--- src/design/lin_slave_header_sync_defs.vh ---
// register map, field positions, reset values and bit-time counts of the lin header block
`ifndef LIN_SLAVE_HEADER_SYNC_DEFS_VH
`define LIN_SLAVE_HEADER_SYNC_DEFS_VH

// register indices; byte address is four times the index
`define IDX_SERIAL_STATUS 6'h18
`define IDX_SERIAL_DATA 6'h19
`define IDX_DIVIDER_MANTISSA 6'h1a
`define IDX_SERIAL_CONTROL_ONE 6'h1b
`define IDX_SERIAL_CONTROL_TWO 6'h1c
`define IDX_LIN_CONTROL 6'h1d
`define IDX_HEADER_LENGTH 6'h1e
`define IDX_DIVIDER_FRACTION 6'h1f

// lin_control fields
`define LC_DEFERRED_DIVIDER_UPDATE 7
`define LC_LIN_ENABLE 6
`define LC_SLAVE_SELECT 5
`define LC_AUTO_SYNC_ENABLE 4
`define LC_HEADER_METHOD_SELECT 3
`define LC_HEADER_IRQ_ENABLE 2
`define LC_HEADER_DETECTED_FLAG 1
`define LC_SYNCH_FIELD_STATE 0

// serial_control_two fields
`define SC2_RECEIVER_MUTE 1
`define SC2_SEND_BREAK 0

// reset values
`define SERIAL_STATUS_RESET 8'hc0
`define CONTROL_RESET 8'h00
`define HEADER_LENGTH_RESET 8'h00

// header length loads
`define HEADER_LENGTH_AFTER_BREAK 8'hff
`define HEADER_LENGTH_TIMEOUT 8'h00

// bit-time figures
`define SAMPLES_PER_BIT 16
`define SAMPLE_STEP 13'h010
`define TX_BREAK_BITS 13
`define RX_BREAK_BITS 11
`define HEADER_MAX_BITS 57
`define TX_BREAK_TICKS 8'hd0
`define RX_BREAK_TICKS 8'hb0
`define HEADER_MAX_TICKS 11'h390
`define HEADER_MAX_QUARTERS 9'he4
`define SYNCH_FALLS_LAST 3'h4
`define RX_MID_SAMPLE 4'h7
`define RX_LAST_SAMPLE 4'hf

`endif

--- src/design/lin_slave_header_sync.v ---
// lin master/slave header detection, break, auto-sync and fractional divider
//
// The implementer's own choice: the Avalon-MM interface to the registers.
`timescale 1ns/1ps
`include "lin_slave_header_sync_defs.vh"

// Function
// - deferred update in slave mode applies divider at next received character, then self-clears.
// - with no new write, deferred update reloads the previous divider value.
// - software may clear deferred update; divider writes then act directly.
// - enable 0 disables lin; enable 1 picks master or slave by slave bit.
// - master send-break emits thirteen low bit times.
// - slave recognises break after eleven dominant bit times on receive line.
// - send-break has no effect in slave mode.
// - slave mode maps mantissa and fraction over baud and tx prescaler addresses.
// - auto-sync enable turns the sync unit on, only in slave mode.
// - header method: 0 means break alone, 1 means break, synch, identifier.
// - while muted, header method selects leaving mute by break or identifier.
// - header irq enable requests serial interrupt while header flag set, in slave mode only.
// - header flag set by hardware; cleared by status access then lin_control read.
// - synch state set at break, cleared when analysis ends; software clear aborts.
// - auto-sync counts receive-line falling edges to measure the synch field.
// - mantissa zero disables serial clock; 1 to 255 give integer part.
// - fraction in bits 3:0 in sixteenths; upper bits read zero.
// - fraction written first; divider updates only on mantissa write.
// - slave mantissa zero stops transmitter and receiver clocks.
// - header length visible in slave with auto-sync or identifier method; else zero in slave mode, rx prescaler outside slave mode.
// - header length loads ffh at each break, 00h on header timeout.
// - on identifier-method header, load 57 minus header length, quarters in low bits.
// - quarter rounding carry goes into the integer part.
module lin_slave_header_sync (
	// clock and reset
	input wire CORE_CLK,
	input wire RST_N,
	// avalon-mm register slave
	input wire [7:0] AVS_ADDRESS,
	input wire AVS_READ,
	input wire AVS_WRITE,
	input wire [31:0] AVS_WRITEDATA,
	output reg [31:0] AVS_READDATA,
	output reg AVS_WAITREQUEST,
	// lin transceiver lines
	input wire LIN_RX,
	output reg LIN_TX,
	// serial interrupt request
	output reg SERIAL_IRQ
);

	localparam ST_IDLE = 4'b0001;
	localparam ST_START = 4'b0010;
	localparam ST_DATA = 4'b0100;
	localparam ST_STOP = 4'b1000;

	function reg_hit;
		input [7:0] addr;
		input [5:0] idx;
		begin
			reg_hit = (addr[7:2] == idx) && (addr[1:0] == 2'b00);
		end
	endfunction

	// software-visible state
	reg [7:0] baud_rate_reg;
	reg [7:0] extended_tx_prescaler;
	reg [7:0] extended_rx_prescaler;
	reg [7:0] control_one;
	reg [5:0] control_two_hi;
	reg receiver_mute;
	reg send_break;
	reg [7:0] mant_reg;
	reg [3:0] frac_reg;
	reg [7:0] div_mant;
	reg [3:0] div_frac;
	reg [7:0] serial_data;
	reg [7:0] header_length_value;
	reg deferred_divider_update;
	reg lin_enable;
	reg slave_select;
	reg auto_sync_enable;
	reg header_method_select;
	reg header_irq_enable;
	reg header_detected_flag;
	reg synch_field_state;
	reg receive_full_flag;
	reg header_error;
	reg status_seen;

	// header engine
	reg hdr_active;
	reg hdr_ident;
	reg [10:0] hcnt;
	reg [2:0] fall_cnt;
	reg measuring;
	reg [15:0] cyc;

	// baud tick, pin sync, receiver, break tx
	reg [12:0] acc;
	reg s_tick;
	reg rx_m1;
	reg rx_m2;
	reg rx_m3;
	reg receive_line;
	reg rx_prev;
	reg [7:0] low_cnt;
	reg [3:0] rx_state;
	reg [3:0] tcnt;
	reg [2:0] bit_idx;
	reg [7:0] shreg;
	reg char_done;
	reg brk_busy;
	reg [7:0] brk_cnt;
	reg [7:0] rd_mux;

	wire slave_mode = lin_enable & slave_select;
	wire master_mode = lin_enable & ~slave_select;
	wire lhl_visible = slave_mode & (auto_sync_enable | header_method_select);
	wire [11:0] ldiv16 = slave_mode ? {div_mant, div_frac} : {baud_rate_reg, 4'h0};
	wire clk_on = (ldiv16[11:4] != 8'h00);
	wire [12:0] acc_next = acc + `SAMPLE_STEP;
	wire fall = rx_prev & ~receive_line;
	wire break_hit = slave_mode & s_tick & ~receive_line &
		(low_cnt == (`RX_BREAK_TICKS - 8'h01));
	wire auto_run = slave_mode & auto_sync_enable & synch_field_state;
	wire wr = AVS_WRITE & ~AVS_WAITREQUEST;
	wire rd = AVS_READ & ~AVS_WAITREQUEST;
	wire [7:0] wd = AVS_WRITEDATA[7:0];
	wire sw_abort = wr & reg_hit(AVS_ADDRESS, `IDX_LIN_CONTROL) &
		~wd[`LC_SYNCH_FIELD_STATE] & synch_field_state;
	wire rx_kill = break_hit | auto_run | sw_abort;
	wire [10:0] hround = hcnt + 11'h002;
	wire [8:0] hq = hround[10:2];
	wire [8:0] lhl_diff = `HEADER_MAX_QUARTERS - hq;
	wire [7:0] lhl_calc = lhl_diff[7:0];
	wire hdr_timeout = hdr_active & (hcnt > `HEADER_MAX_TICKS);
	wire [11:0] sync_baud_divider = cyc[14:3];
	wire ident_header = hdr_active & hdr_ident & header_method_select;
	wire deliver = char_done & ~synch_field_state &
		(~receiver_mute | ident_header);

	// read multiplexer
	always @* begin
		rd_mux = 8'h00;
		if (reg_hit(AVS_ADDRESS, `IDX_SERIAL_STATUS)) begin
			rd_mux = {1'b1, ~brk_busy, receive_full_flag, 1'b0, header_error, 3'b000};
		end else if (reg_hit(AVS_ADDRESS, `IDX_SERIAL_DATA)) begin
			rd_mux = serial_data;
		end else if (reg_hit(AVS_ADDRESS, `IDX_DIVIDER_MANTISSA)) begin
			rd_mux = slave_mode ? mant_reg : baud_rate_reg;
		end else if (reg_hit(AVS_ADDRESS, `IDX_SERIAL_CONTROL_ONE)) begin
			rd_mux = control_one;
		end else if (reg_hit(AVS_ADDRESS, `IDX_SERIAL_CONTROL_TWO)) begin
			rd_mux = {control_two_hi, receiver_mute, send_break};
		end else if (reg_hit(AVS_ADDRESS, `IDX_LIN_CONTROL)) begin
			rd_mux = {deferred_divider_update, lin_enable, slave_select, auto_sync_enable,
				header_method_select, header_irq_enable, header_detected_flag,
				synch_field_state};
		end else if (reg_hit(AVS_ADDRESS, `IDX_HEADER_LENGTH)) begin
			if (lhl_visible) begin
				rd_mux = header_length_value;
			end else begin
				rd_mux = slave_mode ? 8'h00 : extended_rx_prescaler;
			end
		end else if (reg_hit(AVS_ADDRESS, `IDX_DIVIDER_FRACTION)) begin
			rd_mux = slave_mode ? {4'h0, frac_reg} : extended_tx_prescaler;
		end
	end

	// bus handshake: one wait cycle per access
	always @(posedge CORE_CLK or negedge RST_N) begin
		if (!RST_N) begin
			AVS_WAITREQUEST <= 1'b1;
			AVS_READDATA <= 32'h00000000;
		end else begin
			if ((AVS_READ | AVS_WRITE) & AVS_WAITREQUEST) begin
				AVS_WAITREQUEST <= 1'b0;
			end else begin
				AVS_WAITREQUEST <= 1'b1;
			end
			if (AVS_READ & AVS_WAITREQUEST) begin
				AVS_READDATA <= {24'h000000, rd_mux};
			end
		end
	end

	// sample tick at sixteen per bit from the fractional divider
	always @(posedge CORE_CLK or negedge RST_N) begin
		if (!RST_N) begin
			acc <= 13'h0000;
			s_tick <= 1'b0;
		end else if (!clk_on) begin
			acc <= 13'h0000;
			s_tick <= 1'b0;
		end else if (acc_next >= {1'b0, ldiv16}) begin
			acc <= acc_next - {1'b0, ldiv16};
			s_tick <= 1'b1;
		end else begin
			acc <= acc_next;
			s_tick <= 1'b0;
		end
	end

	// receive pin synchroniser, dominant run length
	always @(posedge CORE_CLK or negedge RST_N) begin
		if (!RST_N) begin
			rx_m1 <= 1'b1;
			rx_m2 <= 1'b1;
			rx_m3 <= 1'b1;
			receive_line <= 1'b1;
			rx_prev <= 1'b1;
			low_cnt <= 8'h00;
		end else begin
			rx_m1 <= LIN_RX;
			rx_m2 <= rx_m1;
			rx_m3 <= rx_m2;
			if (rx_m2 == rx_m3) begin
				receive_line <= rx_m3;
			end
			rx_prev <= receive_line;
			if (receive_line) begin
				low_cnt <= 8'h00;
			end else if (s_tick && (low_cnt != `RX_BREAK_TICKS)) begin
				low_cnt <= low_cnt + 8'h01;
			end
		end
	end

	// character receiver, mid-bit sampling
	always @(posedge CORE_CLK or negedge RST_N) begin
		if (!RST_N) begin
			rx_state <= ST_IDLE;
			tcnt <= 4'h0;
			bit_idx <= 3'h0;
			shreg <= 8'h00;
			char_done <= 1'b0;
		end else begin
			char_done <= 1'b0;
			if (rx_kill || !lin_enable) begin
				rx_state <= ST_IDLE;
			end else begin
				case (rx_state)
				ST_IDLE: begin
					if (fall && clk_on) begin
						rx_state <= ST_START;
						tcnt <= 4'h0;
					end
				end
				ST_START: begin
					if (s_tick) begin
						if (tcnt == `RX_MID_SAMPLE) begin
							rx_state <= receive_line ? ST_IDLE : ST_DATA;
							tcnt <= 4'h0;
							bit_idx <= 3'h0;
						end else begin
							tcnt <= tcnt + 4'h1;
						end
					end
				end
				ST_DATA: begin
					if (s_tick) begin
						tcnt <= tcnt + 4'h1;
						if (tcnt == `RX_LAST_SAMPLE) begin
							shreg <= {receive_line, shreg[7:1]};
							if (bit_idx == 3'h7) begin
								rx_state <= ST_STOP;
							end else begin
								bit_idx <= bit_idx + 3'h1;
							end
						end
					end
				end
				ST_STOP: begin
					if (s_tick) begin
						tcnt <= tcnt + 4'h1;
						if (tcnt == `RX_LAST_SAMPLE) begin
							char_done <= receive_line;
							rx_state <= ST_IDLE;
						end
					end
				end
				default: rx_state <= ST_IDLE;
				endcase
			end
		end
	end

	// master break transmitter
	always @(posedge CORE_CLK or negedge RST_N) begin
		if (!RST_N) begin
			brk_busy <= 1'b0;
			brk_cnt <= 8'h00;
			LIN_TX <= 1'b1;
		end else begin
			LIN_TX <= ~brk_busy;
			if (!master_mode) begin
				brk_busy <= 1'b0;
			end else if (!brk_busy) begin
				if (send_break && s_tick) begin
					brk_busy <= 1'b1;
					brk_cnt <= 8'h00;
				end
			end else if (s_tick) begin
				if (brk_cnt == (`TX_BREAK_TICKS - 8'h01)) begin
					brk_busy <= 1'b0;
				end else begin
					brk_cnt <= brk_cnt + 8'h01;
				end
			end
		end
	end

	// interrupt request
	always @(posedge CORE_CLK or negedge RST_N) begin
		if (!RST_N) begin
			SERIAL_IRQ <= 1'b0;
		end else begin
			SERIAL_IRQ <= slave_mode & header_irq_enable & header_detected_flag;
		end
	end

	// registers and header engine; hardware sets come last so they win
	always @(posedge CORE_CLK or negedge RST_N) begin
		if (!RST_N) begin
			baud_rate_reg <= `CONTROL_RESET;
			extended_tx_prescaler <= `CONTROL_RESET;
			extended_rx_prescaler <= `CONTROL_RESET;
			control_one <= `CONTROL_RESET;
			control_two_hi <= 6'h00;
			receiver_mute <= 1'b0;
			send_break <= 1'b0;
			mant_reg <= 8'h00;
			frac_reg <= 4'h0;
			div_mant <= 8'h00;
			div_frac <= 4'h0;
			serial_data <= 8'h00;
			header_length_value <= `HEADER_LENGTH_RESET;
			deferred_divider_update <= 1'b0;
			lin_enable <= 1'b0;
			slave_select <= 1'b0;
			auto_sync_enable <= 1'b0;
			header_method_select <= 1'b0;
			header_irq_enable <= 1'b0;
			header_detected_flag <= 1'b0;
			synch_field_state <= 1'b0;
			receive_full_flag <= 1'b0;
			header_error <= 1'b0;
			status_seen <= 1'b0;
			hdr_active <= 1'b0;
			hdr_ident <= 1'b0;
			hcnt <= 11'h000;
			fall_cnt <= 3'h0;
			measuring <= 1'b0;
			cyc <= 16'h0000;
		end else begin
			// software writes
			if (wr) begin
				if (reg_hit(AVS_ADDRESS, `IDX_DIVIDER_MANTISSA)) begin
					if (slave_mode) begin
						mant_reg <= wd;
						if (!deferred_divider_update) begin
							div_mant <= wd;
							div_frac <= frac_reg;
						end
					end else begin
						baud_rate_reg <= wd;
					end
				end
				if (reg_hit(AVS_ADDRESS, `IDX_SERIAL_CONTROL_ONE)) begin
					control_one <= wd;
				end
				if (reg_hit(AVS_ADDRESS, `IDX_SERIAL_CONTROL_TWO)) begin
					control_two_hi <= wd[7:2];
					send_break <= wd[`SC2_SEND_BREAK];
					if (!(slave_mode && receive_full_flag)) begin
						receiver_mute <= wd[`SC2_RECEIVER_MUTE];
					end
				end
				if (reg_hit(AVS_ADDRESS, `IDX_LIN_CONTROL)) begin
					deferred_divider_update <= wd[`LC_DEFERRED_DIVIDER_UPDATE];
					lin_enable <= wd[`LC_LIN_ENABLE];
					slave_select <= wd[`LC_SLAVE_SELECT];
					auto_sync_enable <= wd[`LC_AUTO_SYNC_ENABLE];
					header_method_select <= wd[`LC_HEADER_METHOD_SELECT];
					header_irq_enable <= wd[`LC_HEADER_IRQ_ENABLE];
					if (sw_abort) begin
						synch_field_state <= 1'b0;
						hdr_active <= 1'b0;
						hdr_ident <= 1'b0;
						measuring <= 1'b0;
					end
				end
				if (reg_hit(AVS_ADDRESS, `IDX_HEADER_LENGTH) && !slave_mode) begin
					extended_rx_prescaler <= wd;
				end
				if (reg_hit(AVS_ADDRESS, `IDX_DIVIDER_FRACTION)) begin
					if (slave_mode) begin
						frac_reg <= wd[3:0];
					end else begin
						extended_tx_prescaler <= wd;
					end
				end
			end
			// clear sequences
			if (rd && reg_hit(AVS_ADDRESS, `IDX_SERIAL_STATUS)) begin
				status_seen <= 1'b1;
			end
			if (rd && status_seen && reg_hit(AVS_ADDRESS, `IDX_SERIAL_DATA)) begin
				receive_full_flag <= 1'b0;
				if (!synch_field_state) begin
					header_error <= 1'b0;
				end
				status_seen <= 1'b0;
			end
			if (rd && status_seen && reg_hit(AVS_ADDRESS, `IDX_LIN_CONTROL)) begin
				header_detected_flag <= 1'b0;
				status_seen <= 1'b0;
			end
			// header engine
			if (measuring && (cyc != 16'hffff)) begin
				cyc <= cyc + 16'h0001;
			end
			if (hdr_active && s_tick) begin
				hcnt <= hcnt + 11'h001;
			end
			if (!slave_mode) begin
				hdr_active <= 1'b0;
				synch_field_state <= 1'b0;
				measuring <= 1'b0;
			end else if (break_hit) begin
				synch_field_state <= 1'b1;
				hdr_active <= 1'b1;
				hdr_ident <= 1'b0;
				hcnt <= {3'h0, `RX_BREAK_TICKS};
				header_length_value <= `HEADER_LENGTH_AFTER_BREAK;
				fall_cnt <= 3'h0;
				measuring <= 1'b0;
				if (!header_method_select) begin
					header_detected_flag <= 1'b1;
					receiver_mute <= 1'b0;
				end
			end else if (hdr_timeout) begin
				header_length_value <= `HEADER_LENGTH_TIMEOUT;
				header_error <= 1'b1;
				hdr_active <= 1'b0;
				synch_field_state <= 1'b0;
				measuring <= 1'b0;
			end else if (auto_run && fall && !sw_abort) begin
				fall_cnt <= fall_cnt + 3'h1;
				if (fall_cnt == 3'h0) begin
					measuring <= 1'b1;
					cyc <= 16'h0001; // this cycle counts, so eight bits give 128 x divider
				end
				if (fall_cnt == `SYNCH_FALLS_LAST) begin
					measuring <= 1'b0;
					synch_field_state <= 1'b0;
					hdr_ident <= 1'b1;
					if (sync_baud_divider[11:4] != 8'h00) begin
						div_mant <= sync_baud_divider[11:4];
						div_frac <= sync_baud_divider[3:0];
						mant_reg <= sync_baud_divider[11:4];
						frac_reg <= sync_baud_divider[3:0];
					end
				end
			end else if (synch_field_state && char_done) begin
				synch_field_state <= 1'b0;
				hdr_ident <= 1'b1;
			end else if (char_done && hdr_active && hdr_ident) begin
				hdr_active <= 1'b0;
				hdr_ident <= 1'b0;
				if (header_method_select) begin
					header_detected_flag <= 1'b1;
					header_length_value <= lhl_calc;
					receiver_mute <= 1'b0;
				end
			end
			// character delivery and deferred divider load
			if (deliver) begin
				receive_full_flag <= 1'b1;
				serial_data <= shreg;
				if (slave_mode && deferred_divider_update) begin
					div_mant <= mant_reg;
					div_frac <= frac_reg;
					deferred_divider_update <= 1'b0;
				end
			end
		end
	end

endmodule // lin_slave_header_sync

--- config.mk ---
export PLATFORM = sky130hd
export DESIGN_NAME = lin_slave_header_sync
export DESIGN_NICKNAME = d
export VERILOG_FILES = /design/src/design/lin_slave_header_sync.v
export VERILOG_INCLUDE_DIRS = /design/src /design/src/design
export SDC_FILE = /design/constraint.sdc
export NUM_CORES = 1
export LEC_CHECK = 0
export BUFFER_PORTS_ARGS = -buffer_cell sky130_fd_sc_hd__clkbuf_2
export CAP_MARGIN = 20
export CORE_MARGIN = 3
export CORE_UTILIZATION = 25
export CTS_BUF_LIST = sky130_fd_sc_hd__clkbuf_2
export CTS_CLUSTER_DIAMETER = 100
export CTS_CLUSTER_SIZE = 30
export DETAILED_ROUTE_END_ITERATION = 10
export PLACE_DENSITY_LB_ADDON = 0.1
export SYNTH_ARGS = -nofsm -noshare
export SYNTH_HDL_FRONTEND = slang
export SYNTH_SLANG_ARGS = --single-unit
--- constraint.sdc ---
create_clock -name CORE_CLK -period 3.4 [get_ports CORE_CLK]
set_clock_uncertainty 0.05 [all_clocks]
set_input_delay 0.34 -clock CORE_CLK [delete_from_list [all_inputs] [get_ports CORE_CLK]]
set_output_delay 0.34 -clock CORE_CLK [all_outputs]
set_load 0.01 [all_outputs]
==> results of run 1 <==
## cell usage in the layout, fill, tap and decap left out, drive strengths merged, types with 6 or more instances in the layout
master,count
or3,10
nand4,17
o31ai,8
dfrtp,183
a221oi,9
a211oi,11
mux2i,31
nand3,45
nand2b,9
a31oi,6
mux2,66
and2,12
a21o,11
xor2,25
nor4,17
nor2b,11
clkinv,7
clkbuf,48
buf,36
nor4b,6
nor3,30
ha,26
o21ai,84
inv,41
xnor2,34
o21a,6
and3,16
dlygate4sd3,32
a22o,8
conb,24
dfstp,8
a21oi,64
nor2,95
nand2,102
## worst register-to-register path: stages, from the launching register on
cell	delay [ns]
dfrtp_1	0.52
and2_1	0.28
buf_4	0.19
a21boi_0	0.21
ha_1	0.34
a21o_1	0.21
a21o_1	0.18
a21o_1	0.20
a221o_1	0.38
nand3_1	0.15
inv_1	0.14
a22o_1	0.21
## what timing repair did
action | CTS | global route
gates resized for setup | 0 | 2
hold buffers | 33 | 0
hold endpoints to repair | 281 | 0
setup endpoints to repair | 0 | 4
## cells by family (layout without fill, tap and decap cells)
kind of cell    count (synthesis)  count (layout)  share of synthesized area
fa+ha+maj                      28              28                    0.03290
mux                            97              97                    0.09756
buf+inv                       109             165                    0.04808
other cells                     1              26                  0.0003473
flops                         191             191                     0.4435
xor+xnor                       59              59                    0.04785
compound gates                252             252                     0.1467
simple gates                  389             389                     0.1831
## layer usage
metal	global-route usage	share of wire	up-vias
met5	0	0	-
met2	0.2333	0.45	103
met3	0.03980	0.030	23
li1	-	-	4150
met1	0.2165	0.51	4290
met4	0.03532	0.013	0
## layout make-up
class | instances | area, um2
Fill cell | 4541 | 30050
Multi-Input combinational cell | 849 | 5595
Sequential cell | 191 | 4790
Timing Repair Buffer | 99 | 799.5
Tap cell | 577 | 721.9
Clock inverter | 15 | 151.4
Inverter | 34 | 127.6
Clock buffer | 17 | 85.08
Antenna cell | 2 | 5.005
## per-stage QoR
step / utilization / cells / worst slack (ns) / hold WS, ns / area, um2
after floorplan: - / 1149 / 0.1021 / -0.005591 / 10890
final: 0.2901 / 1784 / 0.2395 / 0.1820 / 12280
after global placement: 0.2759 / 1717 / 0.3552 / 0.2975 / 11680
after global routing: 0.2901 / 1784 / 0.004737 / 0.06708 / 12280
after CTS: 0.2897 / 1782 / 0.2008 / 0.05478 / 12260
after detailed placement: 0.2759 / 1717 / 0.3237 / 0.2973 / 11680
## worst paths after layout
path	slack, ns	start	cells past startpoint	endpoint
setup / recovery	0.24	lin_enable$_DFFE_PN0N_	11	acc[3]$_DFFE_PN0P_
hold / removal	0.18	AVS_WRITEDATA[5]	3	slave_select$_DFFE_PN0N_
setup reg to reg	0.24	lin_enable$_DFFE_PN0N_	11	acc[3]$_DFFE_PN0P_
hold reg to reg	0.32	rx_m1$_DFF_PN1_	0	rx_m2$_DFF_PN1_
max in group asynchronous	2.49	RST_N	4	shreg[7]$_DFFE_PN0P_
min in group asynchronous	0.37	RST_N	3	LIN_TX$_DFF_PN1_
## where the power goes
part | switching (mW) | internal, mW | leakage, nW
logic | 0.825 | 0.595 | 2.67
clock network | 0.982 | 0.300 | 0.150
registers | 0.0732 | 2.36 | 2.54
total | 1.88 | 3.25 | 5.36
==> run_results.csv, run 1 <==
group,metric,value,unit
placed_design,routabilityCongestion,0.7968,
cells_and_area,largest_reg_flops,16,
synthesis,synth_area_leaders,"dfrtp_1 42%, mux2_2 6.9%, o21ai_0 3.9%",
global_route,grt_first_pass_wirelength,52740,um
detailed_routing,antenna_left,0,
sta,slew_viol_final,0,
floorplanning,rows,75,
sta,relSlewSlack,0.4648,
detailed_routing,routed_wl,33450,um
detailed_routing,vias_per_cell,4.802,
synthesis,synth_commonest_cells,"183 x dfrtp_1, 102 x nand2_1, 95 x nor2_1",
power_and_ir_drop,power_density,418.1,nW/um2
setup_path,cpMaxStageDelayCell,"dfrtp_1",
clock_tree,cts_setup_buffers,0,
clock_tree,worstSkewPairLatency,1.07,ns
synthesis,synth_seq_area_share,0.4435,
global_route,grt_usage,0.1526,
synthesis,ys_ff_latch,191,
synthesis,synth_area_per_cell,9.591,um2
clock_tree,clkSinkCount,191,
floorplanning,ios,80,
detailed_routing,drtPass1Iterations,5,
detailed_routing,drt-initial-drc-count,535,
synthesis,yosysTopAreaCell,"dfrtp_1",
worst_hold_path,hold_path_class,"in -> reg",
floorplanning,die_w,213.8,um
sta,worst_pin_slew,0.7984,ns
sta,finalHoldViolations,0,
clock_tree,cts_max_path_buffers,2,
detailed_routing,vias,8566,
clock_tree,htreeDepth,4,
detailed_routing,wl_per_cell,18.75,um
power_and_ir_drop,vdd_ir_drop_max,0.2794,mV
sta,final.period_utilization,0.9296,
setup_path,required,4.30,ns
sta,setup_violations,0,
flow_run,maxCapViolCount,0,
setup_path,critPathLaunchType,"flop",
clock_tree,clk_pin_slew,0.35,ns
synthesis,synth_top_area_frac,0.4241,
cells_and_area,regMostFlops,"cyc",
setup_path,crit_path_end_kind,"flop",
synthesis,synth_edf_count,0,
synthesis,synth_flop_cell,"dfrtp_1",
synthesis,ys_warn_count,0,
setup_path,crit_arrival,4.06,ns
setup_path,worst-setup-path-type,"reg -> reg",
floorplanning,core_area,42320,um2
synthesis,synthArstFlopShare,1.000,
clock_tree,cts_tree,"done",
setup_path,crit_family,"compound AO/OA/AOI/OAI gates",
synthesis,synthCells,1126,
setup_path,crit_buf_inv,2,
placed_design,numPortBuffers,31,
clock_tree,clockRootBuffer,"clkbuf_2",
setup_path,cpPeakStageDelay,0.52,ns
cells_and_area,drive_above_1_share,0.1577,
floorplanning,start_util,0.2552,
floorplanning,die_y,213.8,um
cells_and_area,fin_nets,1264,
synthesis,synth_area,10800,um2
status,status,"completed",
synthesis,synth.most_common_cell,"dfrtp_1",
cells_and_area,top_regs,"cyc (16), acc (13), hcnt (11)",
power_and_ir_drop,leakagePower,5.362,nW
sta,rsz0062_at_grt,"false",
sta,fmax,316.4,MHz
global_route,grt_pass1_vias,8671,
setup_path,cp_max_fo,8,
placed_design,dp_hpwl,24060,um
power_and_ir_drop,total_power,5.133,mW
global_route,antenna_found_initial,2,
synthesis,synth_cell_types,72,
setup_path,crit_chain,"and2_1, buf_4, a21boi_0, ha_1, a21o_1, a21o_1, a21o_1, a221o_1, nand3_1, inv_1, a22o_1",
floorplanning,die_area,45730,um2
sta,min_period,3.161,ns
cells_and_area,area_delta_synth_final,13.67,%
setup_path,crit_path_frequent_cell,"a21o_1",
global_route,grt_max_degree,72,
sta,setup-tns-final,0,ns
clock_tree,cts_buffers,17,
global_route,grt.overflow.total,0,
detailed_routing,drc,0,
(Power assumes the default switching activity.)
==> inputs of run 2 (changes only) <==
--- a/config.mk
+++ b/config.mk
@@ -14,7 +14,8 @@
 export CTS_CLUSTER_DIAMETER = 100
 export CTS_CLUSTER_SIZE = 30
 export DETAILED_ROUTE_END_ITERATION = 10
-export PLACE_DENSITY_LB_ADDON = 0.1
+export GPL_ROUTABILITY_DRIVEN = 0
+export PLACE_DENSITY = 0.51
 export SYNTH_ARGS = -nofsm -noshare
 export SYNTH_HDL_FRONTEND = slang
 export SYNTH_SLANG_ARGS = --single-unit
==> run_results.csv, run 2 (synthesis gave the netlist of run 1 again) <==
group,metric,value,unit
clock_tree,cts_tree,"done",
cells_and_area,regMostFlops,"cyc",
power_and_ir_drop,leakagePower,5.270,nW
floorplanning,rows,75,
clock_tree,htreeDepth,4,
detailed_routing,wl_per_cell,16.75,um
detailed_routing,dr_wl_met2,13420,um
global_route,grt_max_degree,88,
detailed_routing,drc,0,
cells_and_area,final_common_cell,"dfrtp_1",
placed_design,pre_cts_ws,0.2914,ns
sta,finalHoldViolations,0,
placed_design,dp_cells,1708,
setup_path,cp_max_fo,5,
cells_and_area,area_delta_synth_final,12.35,%
clock_tree,clk_pin_slew,0.29,ns
detailed_routing,antenna_left,0,
cells_and_area,top_regs,"cyc (16), acc (13), hcnt (11)",
clock_tree,cts_buffers,17,
floorplanning,die_y,213.8,um
detailed_routing,drt-initial-drc-count,696,
sta,final.period_utilization,0.9188,
placed_design,numPortBuffers,31,
setup_path,required,4.09,ns
sta,min_period,3.124,ns
sta,setup_violations,0,
floorplanning,die_area,45730,um2
detailed_routing,dr.max_layer_used,"met4",
detailed_routing,drtPass1Iterations,7,
clock_tree,cts_max_path_buffers,2,
sta,relSlewSlack,0.3372,
detailed_routing,vias,8528,
cells_and_area,final_cell_mix,"183 x dfrtp_1, 102 x nand2_1, 94 x nor2_1",
cells_and_area,drive_above_1_share,0.1526,
setup_path,reg2reg_from,"acc[4]$_DFF_PN0_",
sta,fin_ws,0.2759,ns
detailed_routing,wl_met1,14460,um
setup_path,reg2regPathDepth,11,
setup_path,critPathLaunchType,"flop",
power_and_ir_drop,vdd_ir_drop_max,0.2643,mV
setup_path,crit_chain,"ha_1, nand3_1, nor2_1, xor2_1, ha_1, and3_1, a311o_1, a221o_1, nand3_1, inv_1, a22o_1",
sta,fmax,320.1,MHz
setup_path,cpPeakStageDelay,0.47,ns
cells_and_area,fill_cells,4445,
global_route,grt_first_pass_wirelength,47130,um
setup_path,cpMaxStageDelayCell,"dfrtp_1",
setup_path,crit_path_end_kind,"flop",
worst_hold_path,hold_path_class,"in -> reg",
clock_tree,worstSkewPairLatency,0.82,ns
clock_tree,clockRootBuffer,"clkbuf_2",
detailed_routing,routed_wl,29530,um
global_route,grt_pass1_vias,8234,
global_route,grt.overflow.total,0,
setup_path,r2r_slack,0.28,ns
flow_run,maxCapViolCount,0,
status,status,"completed",
setup_path,r2r-end,"acc[10]$_DFF_PN0_",
detailed_routing,dr_wl_met3,1202,um
sta,slew_viol_final,0,
sta,setup-tns-final,0,ns
floorplanning,die_w,213.8,um
global_route,grt_usage,0.1309,
setup_path,crit_arrival,3.82,ns
placed_design,dp_hpwl,21460,um
power_and_ir_drop,power_density,421.1,nW/um2
cells_and_area,largest_reg_flops,16,
setup_path,worst-setup-path-type,"reg -> reg",
floorplanning,core_area,42320,um2
sta,rsz0062_at_grt,"false",
worst_hold_path,whs_path_depth,3,
cells_and_area,stdcell_count,1763,
worst_hold_path,min_to,"AVS_READDATA[2]$_DFFE_PN0P_",
clock_tree,clkSinkCount,191,
sta,worst_pin_slew,0.9905,ns
floorplanning,start_util,0.2552,
detailed_routing,vias_per_cell,4.837,
cells_and_area,fin_nets,1245,
floorplanning,ios,80,
cells_and_area,antenna_cells,0,
worst_hold_path,hp-start,"AVS_ADDRESS[3]",
global_route,antenna_found_initial,0,
-- run 2: area by class of cell --
| cell class | count | area, um2 | area share |
|---|---|---|---|
| repair buffers | 80 | 614.3 | 0.05063 |
| well taps | 577 | 721.9 | 0.05950 |
| flip-flops and latches | 191 | 4790 | 0.3948 |
| clock buffers | 18 | 90.09 | 0.007425 |
| multi-input cells | 849 | 5589 | 0.4607 |
| inverters | 34 | 127.6 | 0.01052 |
| clock inverters | 14 | 200.2 | 0.01650 |
-- run 2: routing by layer --
layer / vias to the layer above / GRT usage
met5: - / 0
li1: 4099 / -
met4: 0 / 0.02735
met1: 4232 / 0.1902
met3: 26 / 0.02516
met2: 171 / 0.2033
-- run 2: worst max-delay path by stage --
stage,start,to,slack [ns]
floorplan,lin_enable$_DFFE_PN0N_,acc[9]$_DFF_PN0_,0.10
global placement,lin_enable$_DFFE_PN0N_,acc[10]$_DFF_PN0_,0.32
detailed placement,lin_enable$_DFFE_PN0N_,acc[5]$_DFF_PN0_,0.29
CTS,lin_enable$_DFFE_PN0N_,acc[5]$_DFF_PN0_,0.25
global route,lin_enable$_DFFE_PN0N_,acc[10]$_DFF_PN0_,0.07
finish,acc[4]$_DFF_PN0_,acc[10]$_DFF_PN0_,0.28
-- run 2: metrics by stage --
stage / utilization / power [mW] / instance area [um2] / hold WS (ns)
floorplan: - / 3.416 / 10890 / -0.005591
CTS: 0.2866 / 5.164 / 12130 / 0.005615
global placement: 0.2743 / 3.760 / 11610 / 0.2983
detailed placement: 0.2743 / 3.779 / 11610 / 0.3016
finish: 0.2867 / 5.109 / 12130 / 0.06552
global route: 0.2867 / 5.412 / 12130 / 0.005566
-- run 2: critical path, delay by kind of cell, from the launching register on --
| family | cells | cell delay (ns) |
|---|---|---|
| compound gates | 3 | 0.88 |
| simple gates | 4 | 0.68 |
| fa+ha+maj | 2 | 0.54 |
| flops | 1 | 0.47 |
| xor+xnor | 1 | 0.30 |
| buf+inv | 1 | 0.12 |
-- run 2: repair_timing --
| item | CTS | global route |
|---|---|---|
| endpoints found under the setup margin | 0 | 1 |
| resized for setup | 0 | 1 |
| hold buffers | 23 | 0 |
| hold endpoints to repair | 164 | 0 |
| buffers inserted | 0 | 0 |
-- run 2: power by group --
part           leakage [nW]  internal [mW]  switching, mW
clock                 0.169          0.450          0.885
combinational          2.56          0.559          0.783
sequential             2.54           2.36         0.0743
